## config.mk

```make
export PLATFORM = sky130hd
export DESIGN_NAME = slp_driver_flat
export DESIGN_NICKNAME = d
export VERILOG_FILES = /design/src/logic/slp_pkg.sv /design/src/logic/slp_link_if.sv /design/src/logic/slp_driver.sv /design/src/flat_wrapper.sv
export VERILOG_INCLUDE_DIRS = /design/src /design/src/logic
export SDC_FILE = /design/constraint.sdc
export NUM_CORES = 1
export LEC_CHECK = 0
export BUFFER_PORTS_ARGS = -buffer_cell sky130_fd_sc_hd__buf_4
export CAP_MARGIN = 0
export CORE_UTILIZATION = 40
export CTS_CLUSTER_DIAMETER = 120
export DETAILED_ROUTE_END_ITERATION = 16
export SLEW_MARGIN = 20
export SYNTH_ARGS = -nofsm -noshare
export SYNTH_HDL_FRONTEND = slang
export SYNTH_SLANG_ARGS = --single-unit
```

## constraint.sdc

```tcl
create_clock -name clk_sys -period 2.37 [get_ports clk_sys]
set_input_delay 0.237 -clock clk_sys [delete_from_list [all_inputs] [get_ports clk_sys]]
set_output_delay 0.237 -clock clk_sys [all_outputs]
set_load 0.02 [all_outputs]
```

## src/logic/slp_map.svh

```systemverilog
// Constants of the shared panel line port: register offsets, fields, resets and timing.
// Assumes inclusion by bare name from the package only.
`ifndef SLP_MAP_SVH
`define SLP_MAP_SVH
// Panel geometry.
`define SLP_LINE_BITS   128
`define SLP_LINES       128
`define SLP_ADDR_BITS   7
// Frame length: line address first, then the pixels of the line.
`define SLP_FRAME_BITS  135
// Timing: system rate and the fastest link clock the panel accepts.
`define SLP_SYS_HZ      20000000
`define SLP_LINK_MAX_HZ 1100000
// Least half period of the link clock, rounded up to whole system cycles.
`define SLP_HALF_MIN    ((`SLP_SYS_HZ + 2 * `SLP_LINK_MAX_HZ - 1) / (2 * `SLP_LINK_MAX_HZ))
// Half period of the polarity toggle in milliseconds, and in system cycles.
`define SLP_POL_HALF_MS 500
`define SLP_POL_HALF_CYC (`SLP_SYS_HZ / 1000 * `SLP_POL_HALF_MS)
// Device watchdog on the polarity line, in milliseconds and system cycles.
`define SLP_POL_WDOG_MS  2000
`define SLP_POL_WDOG_CYC (`SLP_SYS_HZ / 1000 * `SLP_POL_WDOG_MS)
// Register offsets of the driver end.
`define SLP_REG_CTRL    8'h00
`define SLP_REG_LINE    8'h04
`define SLP_REG_DATA0   8'h08
`define SLP_REG_DATA3   8'h14
`define SLP_REG_CMD     8'h18
`define SLP_REG_STATUS  8'h1C
// Field positions.
`define SLP_CTRL_OWN    0
`define SLP_CTRL_POLEN  1
`define SLP_CMD_START   0
`define SLP_STAT_BUSY   0
`define SLP_STAT_OWN    1
`define SLP_STAT_REFUSE 2
// Reset values.
`define SLP_CTRL_RST    2'h0
`endif

```

## src/logic/slp_pkg.sv

```systemverilog
// Types shared by both ends of the shared panel line port.
// Assumes slp_map.svh on the include path.
package slp_pkg;
  `include "slp_map.svh"
  typedef logic [`SLP_LINE_BITS-1:0] slp_line_t;
  typedef logic [`SLP_ADDR_BITS-1:0] slp_addr_t;
  typedef enum logic [1:0] {SLP_IDLE, SLP_LOW, SLP_HIGH, SLP_TAIL} slp_tx_state_t;
endpackage

```

## src/logic/slp_link_if.sv

```systemverilog
// Link between the panel driver end and the panel end.
// Assumes an undriven panel input reads low, as with a pull-down on the board.
`timescale 1ns/1ns
interface slp_link_if;
  logic panel_owner_select;
  logic panel_serial_clock_o;
  logic panel_serial_clock_oe;
  logic panel_serial_in_o;
  logic panel_serial_in_oe;
  logic panel_chip_select_o;
  logic panel_chip_select_oe;
  logic panel_polarity_toggle_o;
  logic panel_polarity_toggle_oe;
  logic panel_serial_clock;
  logic panel_serial_in;
  logic panel_chip_select;
  logic panel_polarity_toggle;
  // Level seen by the panel: the enabled driver, else the pull-down.
  assign panel_serial_clock    = panel_serial_clock_oe & panel_serial_clock_o;
  assign panel_serial_in       = panel_serial_in_oe & panel_serial_in_o;
  assign panel_chip_select     = panel_chip_select_oe & panel_chip_select_o;
  assign panel_polarity_toggle = panel_polarity_toggle_oe & panel_polarity_toggle_o;
  modport driver (
    output panel_owner_select, panel_serial_clock_o, panel_serial_clock_oe, panel_serial_in_o,
           panel_serial_in_oe, panel_chip_select_o, panel_chip_select_oe, panel_polarity_toggle_o,
           panel_polarity_toggle_oe
  );
  modport panel (
    input panel_owner_select, panel_serial_clock, panel_serial_in, panel_chip_select,
          panel_polarity_toggle
  );
endinterface

```

## src/logic/slp_driver.sv

```systemverilog
// Application end of the shared panel: owns the panel on request and sends whole lines.
// Assumes an APB master on clk_sys; the link clock is made here by division.
//
// Contract
// - Select low: housekeeping side drives, application releases.
// - Select high: application drives; application sets select.
// - Panel takes data on clock only while selected.
// - Link clock stays at or below 1.1 MHz.
// - Only whole 128-bit lines are sent.
// - Image is 128 by 128 one-bit pixels.
// - Panel keeps written pixels without refresh.
// - Owner toggles polarity line periodically while used; the driver toggles it only while pol_en is also set, and pol_en resets to 0.
//
// The register addresses and register access over APB were decided locally.
`timescale 1ns/1ns
module slp_driver import slp_pkg::*; #(
  parameter int HALF_CYC     = `SLP_HALF_MIN,
  parameter int POL_HALF_CYC = `SLP_POL_HALF_CYC
) (
  input  wire logic        clk_sys,
  input  wire logic        arst_n,
  input  wire logic        psel,
  input  wire logic        penable,
  input  wire logic        pwrite,
  input  wire logic [7:0]  paddr,
  input  wire logic [31:0] pwdata,
  output logic [31:0]      prdata,
  output logic             pready,
  output logic             pslverr,
  slp_link_if.driver       link
);
  generate
    if (HALF_CYC < `SLP_HALF_MIN || HALF_CYC > 255) begin : g_chk_half
      $error("HALF_CYC would exceed the link clock limit or the counter");
    end
    if (POL_HALF_CYC < 1 || POL_HALF_CYC > 32'h00FFFFFF) begin : g_chk_pol
      $error("POL_HALF_CYC out of range");
    end
  endgenerate

  typedef struct packed {
    logic                own;
    logic                pol_en;
    logic                refused;
    slp_addr_t           line;
    slp_line_t           data;
    slp_tx_state_t       st;
    logic [7:0]          half;
    logic [7:0]          left;
    logic [`SLP_FRAME_BITS-1:0] tx;
    logic                sclk;
    logic                si;
    logic                cs;
    logic [23:0]         pol_cnt;
    logic                pol;
    logic [31:0]         rdata;
  } slp_drv_t;

  slp_drv_t s, next_s;
  logic     wr_en;
  logic     rd_en;
  logic     mapped;
  logic     half_end;

  // Reverses the line address so that it leaves MSB first from the LSB end.
  function automatic slp_addr_t rev_addr(input slp_addr_t a);
    slp_addr_t r;
    r = '0;
    for (int i = 0; i < `SLP_ADDR_BITS; i++) begin
      r[i] = a[`SLP_ADDR_BITS-1-i];
    end
    return r;
  endfunction

  // True for any offset this end answers.
  function automatic logic is_mapped(input logic [7:0] a);
    return (a == `SLP_REG_CTRL) || (a == `SLP_REG_LINE) || (a == `SLP_REG_CMD) ||
           (a == `SLP_REG_STATUS) || (a >= `SLP_REG_DATA0 && a <= `SLP_REG_DATA3);
  endfunction

  // Word index of a pixel data offset, kept two bits wide so the offset cannot wrap past the line.
  function automatic logic [1:0] data_word(input logic [7:0] a);
    return 2'(a[3:2] - 2'h2);
  endfunction

  // Zero-wait APB slave: every access completes in its first access cycle.
  assign mapped   = is_mapped(paddr);
  assign wr_en    = psel & penable & pwrite & mapped;
  assign rd_en    = psel & ~penable & ~pwrite & mapped;
  assign pready   = 1'b1;
  assign pslverr  = psel & penable & ~mapped;
  assign half_end = (s.half == 8'(HALF_CYC - 1));

  always_comb begin
    next_s = s;
    // Register writes; ownership and line contents are frozen while a line is sent.
    if (wr_en) begin
      case (paddr)
        `SLP_REG_CTRL: begin
          if (s.st == SLP_IDLE) begin
            next_s.own = pwdata[`SLP_CTRL_OWN];
          end
          next_s.pol_en = pwdata[`SLP_CTRL_POLEN];
        end
        `SLP_REG_LINE: begin
          if (s.st == SLP_IDLE) begin
            next_s.line = pwdata[`SLP_ADDR_BITS-1:0];
          end
        end
        `SLP_REG_CMD: begin
          if (pwdata[`SLP_CMD_START]) begin
            if (s.st == SLP_IDLE && s.own) begin
              next_s.st   = SLP_LOW;
              next_s.tx   = {s.data, rev_addr(s.line)};
              next_s.left = 8'(`SLP_FRAME_BITS);
              next_s.half = '0;
              next_s.cs   = 1'b1;
              next_s.si   = s.line[`SLP_ADDR_BITS-1];
            end else begin
              next_s.refused = 1'b1;
            end
          end
        end
        `SLP_REG_STATUS: begin
          next_s.refused = 1'b0;
        end
        default: begin
          if (s.st == SLP_IDLE) begin
            next_s.data[{data_word(paddr), 5'h00} +: 32] = pwdata;
          end
        end
      endcase
    end
    // Read data is captured in the setup cycle so the access phase sees a flop.
    if (rd_en) begin
      case (paddr)
        `SLP_REG_CTRL:   next_s.rdata = {30'h0, s.pol_en, s.own};
        `SLP_REG_LINE:   next_s.rdata = {25'h0, s.line};
        `SLP_REG_CMD:    next_s.rdata = 32'h0000_0000;
        `SLP_REG_STATUS: next_s.rdata = {29'h0, s.refused, s.own, s.st != SLP_IDLE};
        default:         next_s.rdata = s.data[{data_word(paddr), 5'h00} +: 32];
      endcase
    end
    // Link sequencer: data set up in the low half, panel samples on the rising edge.
    next_s.half = half_end ? 8'h00 : s.half + 8'h01;
    case (s.st)
      SLP_IDLE: begin
        next_s.half = '0;
      end
      SLP_LOW: begin
        if (half_end) begin
          next_s.sclk = 1'b1;
          next_s.st   = SLP_HIGH;
          next_s.left = s.left - 8'h01;
        end
      end
      SLP_HIGH: begin
        if (half_end) begin
          next_s.sclk = 1'b0;
          next_s.tx   = {1'b0, s.tx[`SLP_FRAME_BITS-1:1]};
          next_s.si   = s.tx[1];
          next_s.st   = (s.left == 8'h00) ? SLP_TAIL : SLP_LOW;
        end
      end
      SLP_TAIL: begin
        if (half_end) begin
          next_s.cs = 1'b0;
          next_s.si = 1'b0;
          next_s.st = SLP_IDLE;
        end
      end
      default: begin
        next_s.st = SLP_IDLE;
      end
    endcase
    // Polarity line toggles at a fixed rate while owned and enabled.
    if (s.own && s.pol_en) begin
      if (s.pol_cnt == 24'(POL_HALF_CYC - 1)) begin
        next_s.pol_cnt = '0;
        next_s.pol     = ~s.pol;
      end else begin
        next_s.pol_cnt = s.pol_cnt + 24'h1;
      end
    end else begin
      next_s.pol_cnt = '0;
      next_s.pol     = 1'b0;
    end
  end

  // Single state register.
  always_ff @(posedge clk_sys or negedge arst_n) begin
    if (!arst_n) begin
      s        <= '0;
      s.own    <= 1'(`SLP_CTRL_RST >> `SLP_CTRL_OWN);
      s.pol_en <= 1'b0;
      s.st     <= SLP_IDLE;
    end else begin
      s <= next_s;
    end
  end

  // The select always reflects the owner; panel pins are driven only while owning.
  assign link.panel_owner_select       = s.own;
  assign link.panel_serial_clock_o     = s.sclk;
  assign link.panel_serial_in_o        = s.si;
  assign link.panel_chip_select_o      = s.cs;
  assign link.panel_polarity_toggle_o  = s.pol;
  assign link.panel_serial_clock_oe    = s.own;
  assign link.panel_serial_in_oe       = s.own;
  assign link.panel_chip_select_oe     = s.own;
  assign link.panel_polarity_toggle_oe = s.own;
  assign prdata                        = s.rdata;
endmodule

```

## src/flat_wrapper.sv

```systemverilog
// flat-port wrapper written by rule: the top's interface ports become plain ports
module slp_driver_flat import slp_pkg::*;
#(
  parameter int HALF_CYC     = `SLP_HALF_MIN,
  parameter int POL_HALF_CYC = `SLP_POL_HALF_CYC
)
  (clk_sys, arst_n, psel, penable, pwrite, paddr, pwdata, prdata, pready, pslverr, link_panel_owner_select, link_panel_serial_clock_o, link_panel_serial_clock_oe, link_panel_serial_in_o, link_panel_serial_in_oe, link_panel_chip_select_o, link_panel_chip_select_oe, link_panel_polarity_toggle_o, link_panel_polarity_toggle_oe);
  slp_link_if link_i ();
  input  wire logic clk_sys;
  input  wire logic arst_n;
  input  wire logic psel;
  input  wire logic penable;
  input  wire logic pwrite;
  input  wire logic [7:0] paddr;
  input  wire logic [31:0] pwdata;
  output logic [31:0] prdata;
  output logic pready;
  output logic pslverr;
  output wire logic [$bits(link_i.panel_owner_select)-1:0] link_panel_owner_select;
  output wire logic [$bits(link_i.panel_serial_clock_o)-1:0] link_panel_serial_clock_o;
  output wire logic [$bits(link_i.panel_serial_clock_oe)-1:0] link_panel_serial_clock_oe;
  output wire logic [$bits(link_i.panel_serial_in_o)-1:0] link_panel_serial_in_o;
  output wire logic [$bits(link_i.panel_serial_in_oe)-1:0] link_panel_serial_in_oe;
  output wire logic [$bits(link_i.panel_chip_select_o)-1:0] link_panel_chip_select_o;
  output wire logic [$bits(link_i.panel_chip_select_oe)-1:0] link_panel_chip_select_oe;
  output wire logic [$bits(link_i.panel_polarity_toggle_o)-1:0] link_panel_polarity_toggle_o;
  output wire logic [$bits(link_i.panel_polarity_toggle_oe)-1:0] link_panel_polarity_toggle_oe;
  assign link_panel_owner_select = link_i.panel_owner_select;
  assign link_panel_serial_clock_o = link_i.panel_serial_clock_o;
  assign link_panel_serial_clock_oe = link_i.panel_serial_clock_oe;
  assign link_panel_serial_in_o = link_i.panel_serial_in_o;
  assign link_panel_serial_in_oe = link_i.panel_serial_in_oe;
  assign link_panel_chip_select_o = link_i.panel_chip_select_o;
  assign link_panel_chip_select_oe = link_i.panel_chip_select_oe;
  assign link_panel_polarity_toggle_o = link_i.panel_polarity_toggle_o;
  assign link_panel_polarity_toggle_oe = link_i.panel_polarity_toggle_oe;
  slp_driver #(.HALF_CYC(HALF_CYC), .POL_HALF_CYC(POL_HALF_CYC)) u_core (.clk_sys(clk_sys), .arst_n(arst_n), .psel(psel), .penable(penable), .pwrite(pwrite), .paddr(paddr), .pwdata(pwdata), .prdata(prdata), .pready(pready), .pslverr(pslverr), .link(link_i));
endmodule
```

== Word level (Yosys, flattened, before mapping) ==
Index checks and enable logic that the tools add are counted.
Storage, ports and cells
  register bits: 351
  bits in latches: 0
  memory bits (writable): 0
  memory bits (read-only): 0
  input port bits: 45
  output and inout bits: 43
  word-level logic and storage cells: 102
  memories: 0
Cells by class
  $add $sub $neg: 5
  multiply operators: 0
  div/mod/pow operators: 0
  magnitude comparators: 2
  equality and inequality tests: 13
  shift operators: 3
  multiplexer cells: 32
  bitwise logic cells: 12
  reductions and logical operators: 20
Operators by type and width (count)
  two-way mux 153 bit: 4
  two-way mux 137 bit: 1
  two-way mux 135 bit: 1
  bitwise mux 128 bit: 1
  case mux 32 bit (4 select lines): 1
  variable shift 32 x 9 -> 128 bit (first input constant): 1
  indexed part select 128 x 8 -> 32 bit: 1
  indexed part select 32 x 9 -> 128 bit: 1
  two-way mux 8 bit: 4
  two-way mux 25 bit: 1
  adder 24 x 1 -> 24 bit (second input constant): 1
  equality test 24 bit (second input constant): 1
  two-way mux 24 bit: 1
  two-way mux 2 bit: 9
  equality test 8 x 5 -> 1 bit (second input constant): 2
  logical NOT 8 bit: 2
  AND reduction 3 bit: 4
  negator 7 -> 9 bit: 1
  adder 8 x 1 -> 8 bit (second input constant): 1
  equality test 8 x 3 -> 1 bit (second input constant): 1
  equality test 8 x 4 -> 1 bit (second input constant): 1
  greater-or-equal comparator 8 x 4 -> 1 bit (second input constant): 1
  less-or-equal comparator 8 x 5 -> 1 bit (second input constant): 1
  subtractor 8 x 1 -> 8 bit (second input constant): 1
  other kinds (17): 44

== Logic depth before layout (Yosys ltp) ==
  word-level depth: 9
  mapped depth: 12
  gate-level depth less buffers: 7

== Worst setup path after synthesis ==
No wires, ideal clock.
  kind: input-to-reg
  start point: in paddr[3]
  end point: reg u_core.s[215] (netlist name)
  setup time: 0.131 ns
  data arrival time: 2.574 ns
  required time: 2.239 ns
  slack: -0.335 ns
  stages: 11
  buffers on the path: 4
  cell sequence: clkbuf_1 clkbuf_1 inv_1 ha_1 clkbuf_1 nor3_1 nor4_4 nor4_4 nand2_1 buf_2 mux2i_1
Between the ends
  cells in the longest elaborated chain, start to end: 7
  elaborated cells between the ends (all ways): 20
  those cells by class: add/sub: 2; order compare: 2; eq/ne: 3; shift: 2; mux: 1; bitwise: 2; reduce/logical: 8
Ends and longest elaborated chain
  from (decl): RTL line flat_wrapper.sv:14  | input wire logic [7:0] paddr;
  branches (longest 7 deep; another with negator 7 -> 9 bit)
  to (signal assigned): RTL line slp_driver.sv:198  | s <= next_s;
  to (decl): RTL line slp_driver.sv:59  | slp_drv_t s, next_s;
Several ways; the timed one is not identified.
A chain may end at the register's enable or synchronous reset.

==> impl_metrics.yaml <==
floorplan:
  dieHeight_um: 209
  row_count: 75
  die-area_um2: 43700
  core_um2: 42100
  io_pins: 88
  die_x_um: 209
  start_util: 0.407
synth:
  syn_nets: 1830
  ys.flop_type: "dfrtp_1"
  ys_seq_area_frac: 0.511
  synth_cells: 1772
  synth_top_area_cell: "dfrtp_1"
  synthTopCellsByCount: "nand2_1, dfrtp_1, nor2_1, inv_1, a31oi_1"
  syn_area_um2: 17100
  yosysTopAreaCellShare: 0.511
  synth.area.top_cells: "dfrtp_1, nand2_1, mux2i_1"
  syn-mean-instance-area_um2: 9.67
  ys.warnings.count: 0
  synth_edf_count: 0
  yosys_register_bits: 350
  synthArstFlopShare: 1.00
  synth_cell_types: 50
  yosysMostFrequentCell: "nand2_1"
clock_network:
  cts_max_path_buffers: 3
  ctsRootBufferMaster: "clkbuf_16"
  htreeDepth: 2
  clock_latency_ps: 550
  clk_pin_slew_worst_paths_ps: 60
  cts_tree: "done"
  post_cts.repair.setup_buffers: 0
  numCtsBuffers: 41
  cts.sinks: 350
critical_path:
  crit_type: "reg -> reg"
  cpPeakStageDelay_ps: 470
  cpMaxStageDelayCell: "nor4_1"
  cp-end-kind: "flip-flop"
  cpLargestDelayFamily: "simple AND/OR/NAND/NOR gates"
  timing.critical_path.required_ps: 2750
  worstPathArrival_ps: 2600
  start_kind: "flip-flop"
  worst-path-buf-inv: 1
  critPathMaxFanout: 147
  path_cells: "nor4_1 -> and3_1 -> nand2_4 -> buf_12 -> nor2_1 -> a31oi_1"
layout:
  area_growth_pct: 17.0
  diodes: 0
  final_cells: 2414
  drive_gt1_frac: 0.162
  final_nets: 1906
detailed_routing:
  drc_errors: 0
  wl_per_cell_um: 17.7
  drtIter0Drc: 939
  vias: 12600
  ant_nets: 0
  dr.pass1.iters: 5
  viasPerCell: 5.22
  wl_mm: 42.7
sta:
  slew_headroom: 0.235
  setup_viol: 0
  drv_slew: 0
  finalCriticalPeriod_ps: 2220
  tightest_slew_ps: 1140
  timing.fmax_mhz: 451
  grt_setup_unrepaired: "false"
  finalCritPeriodShare: 0.936
  hold_violations: 0
  skew_ps: 16.1
  fin_tns_setup_ps: 0
hold_path:
  hold_path_class: "in -> reg"
status:
  status: "completed"
grt:
  track_usage: 0.200
  grt_max_degree: 148
  grt_pass1_vias: 12800
  grt_antenna_before_repair: 0
  grt_pass1_wl_mm: 70.1
  grt-ovfl-total: 0
placed_design:
  place_inst: 2311
  gp_congestion: 0.803
  post-dp-hpwl_mm: 27.6
  numPortBuffers: 86
run:
  cap_violations: 0
power_and_ir_drop:
  peakVddDrop_uv: 432
  power_density_nw_per_um2: 695
  p_leak_nw: 9.94
## final timing paths
check                                        start                         to  slack, ps  cells past startpoint
max                        u_core.s[207]$_DFF_PN0_    u_core.s[118]$_DFF_PN0_        150                      6
min                                         pwrite  u_core.s[348]$_DFFE_PN0P_         70                      3
max reg2reg                u_core.s[207]$_DFF_PN0_    u_core.s[118]$_DFF_PN0_        150                      6
min reg2reg                 u_core.s[33]$_DFF_PN0_     u_core.s[33]$_DFF_PN0_        480                      1
max in group asynchronous                   arst_n  u_core.s[290]$_DFFE_PN0P_       1270                      3
min in group asynchronous                   arst_n    u_core.s[184]$_DFF_PN0_        230                      2
## through the flow
step	setup WS [ps]	total power, W	utilization	area [um^2]	hold slack, ps
3_5_place_dp	-9.75	0.00814	0.439	18500	225
3_3_place_gp	78.0	0.00810	0.439	18500	218
2_1_floorplan	-20.7	0.00759	-	17200	-58.6
5_1_grt	29.5	0.0145	0.476	20100	70.6
4_1_cts	192	0.0142	0.476	20100	33.9
6_report	152	0.0140	0.476	20100	71.2
## area by class of cell
class                   count  area [um^2]
clock buffers              59         1160
clock inverters            11         76.3
fillers                  3937        22100
inverters                 143          537
multi-input cells        1133         7170
flip-flops and latches    350         8760
well taps                 539          674
repair buffers            179         1680
## cells by family after synthesis
kind of cell,share of synthesized area
compound gates,0.0687
xor+xnor,0.0148
fa+ha+maj,0.00949
buf+inv,0.0750
flops,0.511
mux,0.148
other cells,0.000219
simple gates,0.173
## worst reg2reg max path: cells and delay by family, from the launching register on
| kind | cells | cell delay (ps) |
|---|---|---|
| simple gates | 4 | 1320 |
| compound gates | 1 | 70 |
| flops | 1 | 410 |
| buf+inv | 1 | 250 |
## where the power goes
| group | switching, W | internal [W] |
|---|---|---|
| logic | 0.000779 | 0.000734 |
| clock network | 0.00249 | 0.00342 |
| registers | 0.000242 | 0.00630 |
## metal layers
metal | up-vias | global-route usage | share of wire
met1 | 6341 | 0.284 | 0.47
met4 | 0 | 0.0593 | 0.024
li1 | 5979 | - | -
met3 | 59 | 0.0307 | 0.041
met5 | - | 0 | 0
met2 | 234 | 0.317 | 0.46
## registers in the layout, indices dropped and copies added (netlist names)
| register | cells |
|---|---|
| u_core.link.panel_chip_select_o | 1 |
| u_core.link.panel_polarity_toggle_o | 1 |
| u_core.link.panel_serial_in_o | 1 |
| u_core.s | 313 |
| u_core.link.panel_serial_clock_o | 1 |
| u_core.prdata | 32 |
| u_core.link.panel_chip_select_oe | 1 |
## timing repair
action                                 4_1_cts  5_1_grt
endpoints found under the hold margin      178        0
gates resized for setup                      0        0
hold buffers                                33        0
## placed cells by master, fill, tap and decap left out, types with 31 or more instances in the layout
cell,synthesis,routed
mux4_2,32,32
mux2i_1,124,124
inv_1,143,143
buf_4,38,125
dlygate4sd3_1,0,33
nor2_1,183,183
nand2_1,417,412
a31oi_1,136,136
clkbuf_16,0,42
nor2b_1,32,31
dfrtp_1,350,350
(Power assumes the default switching activity.)
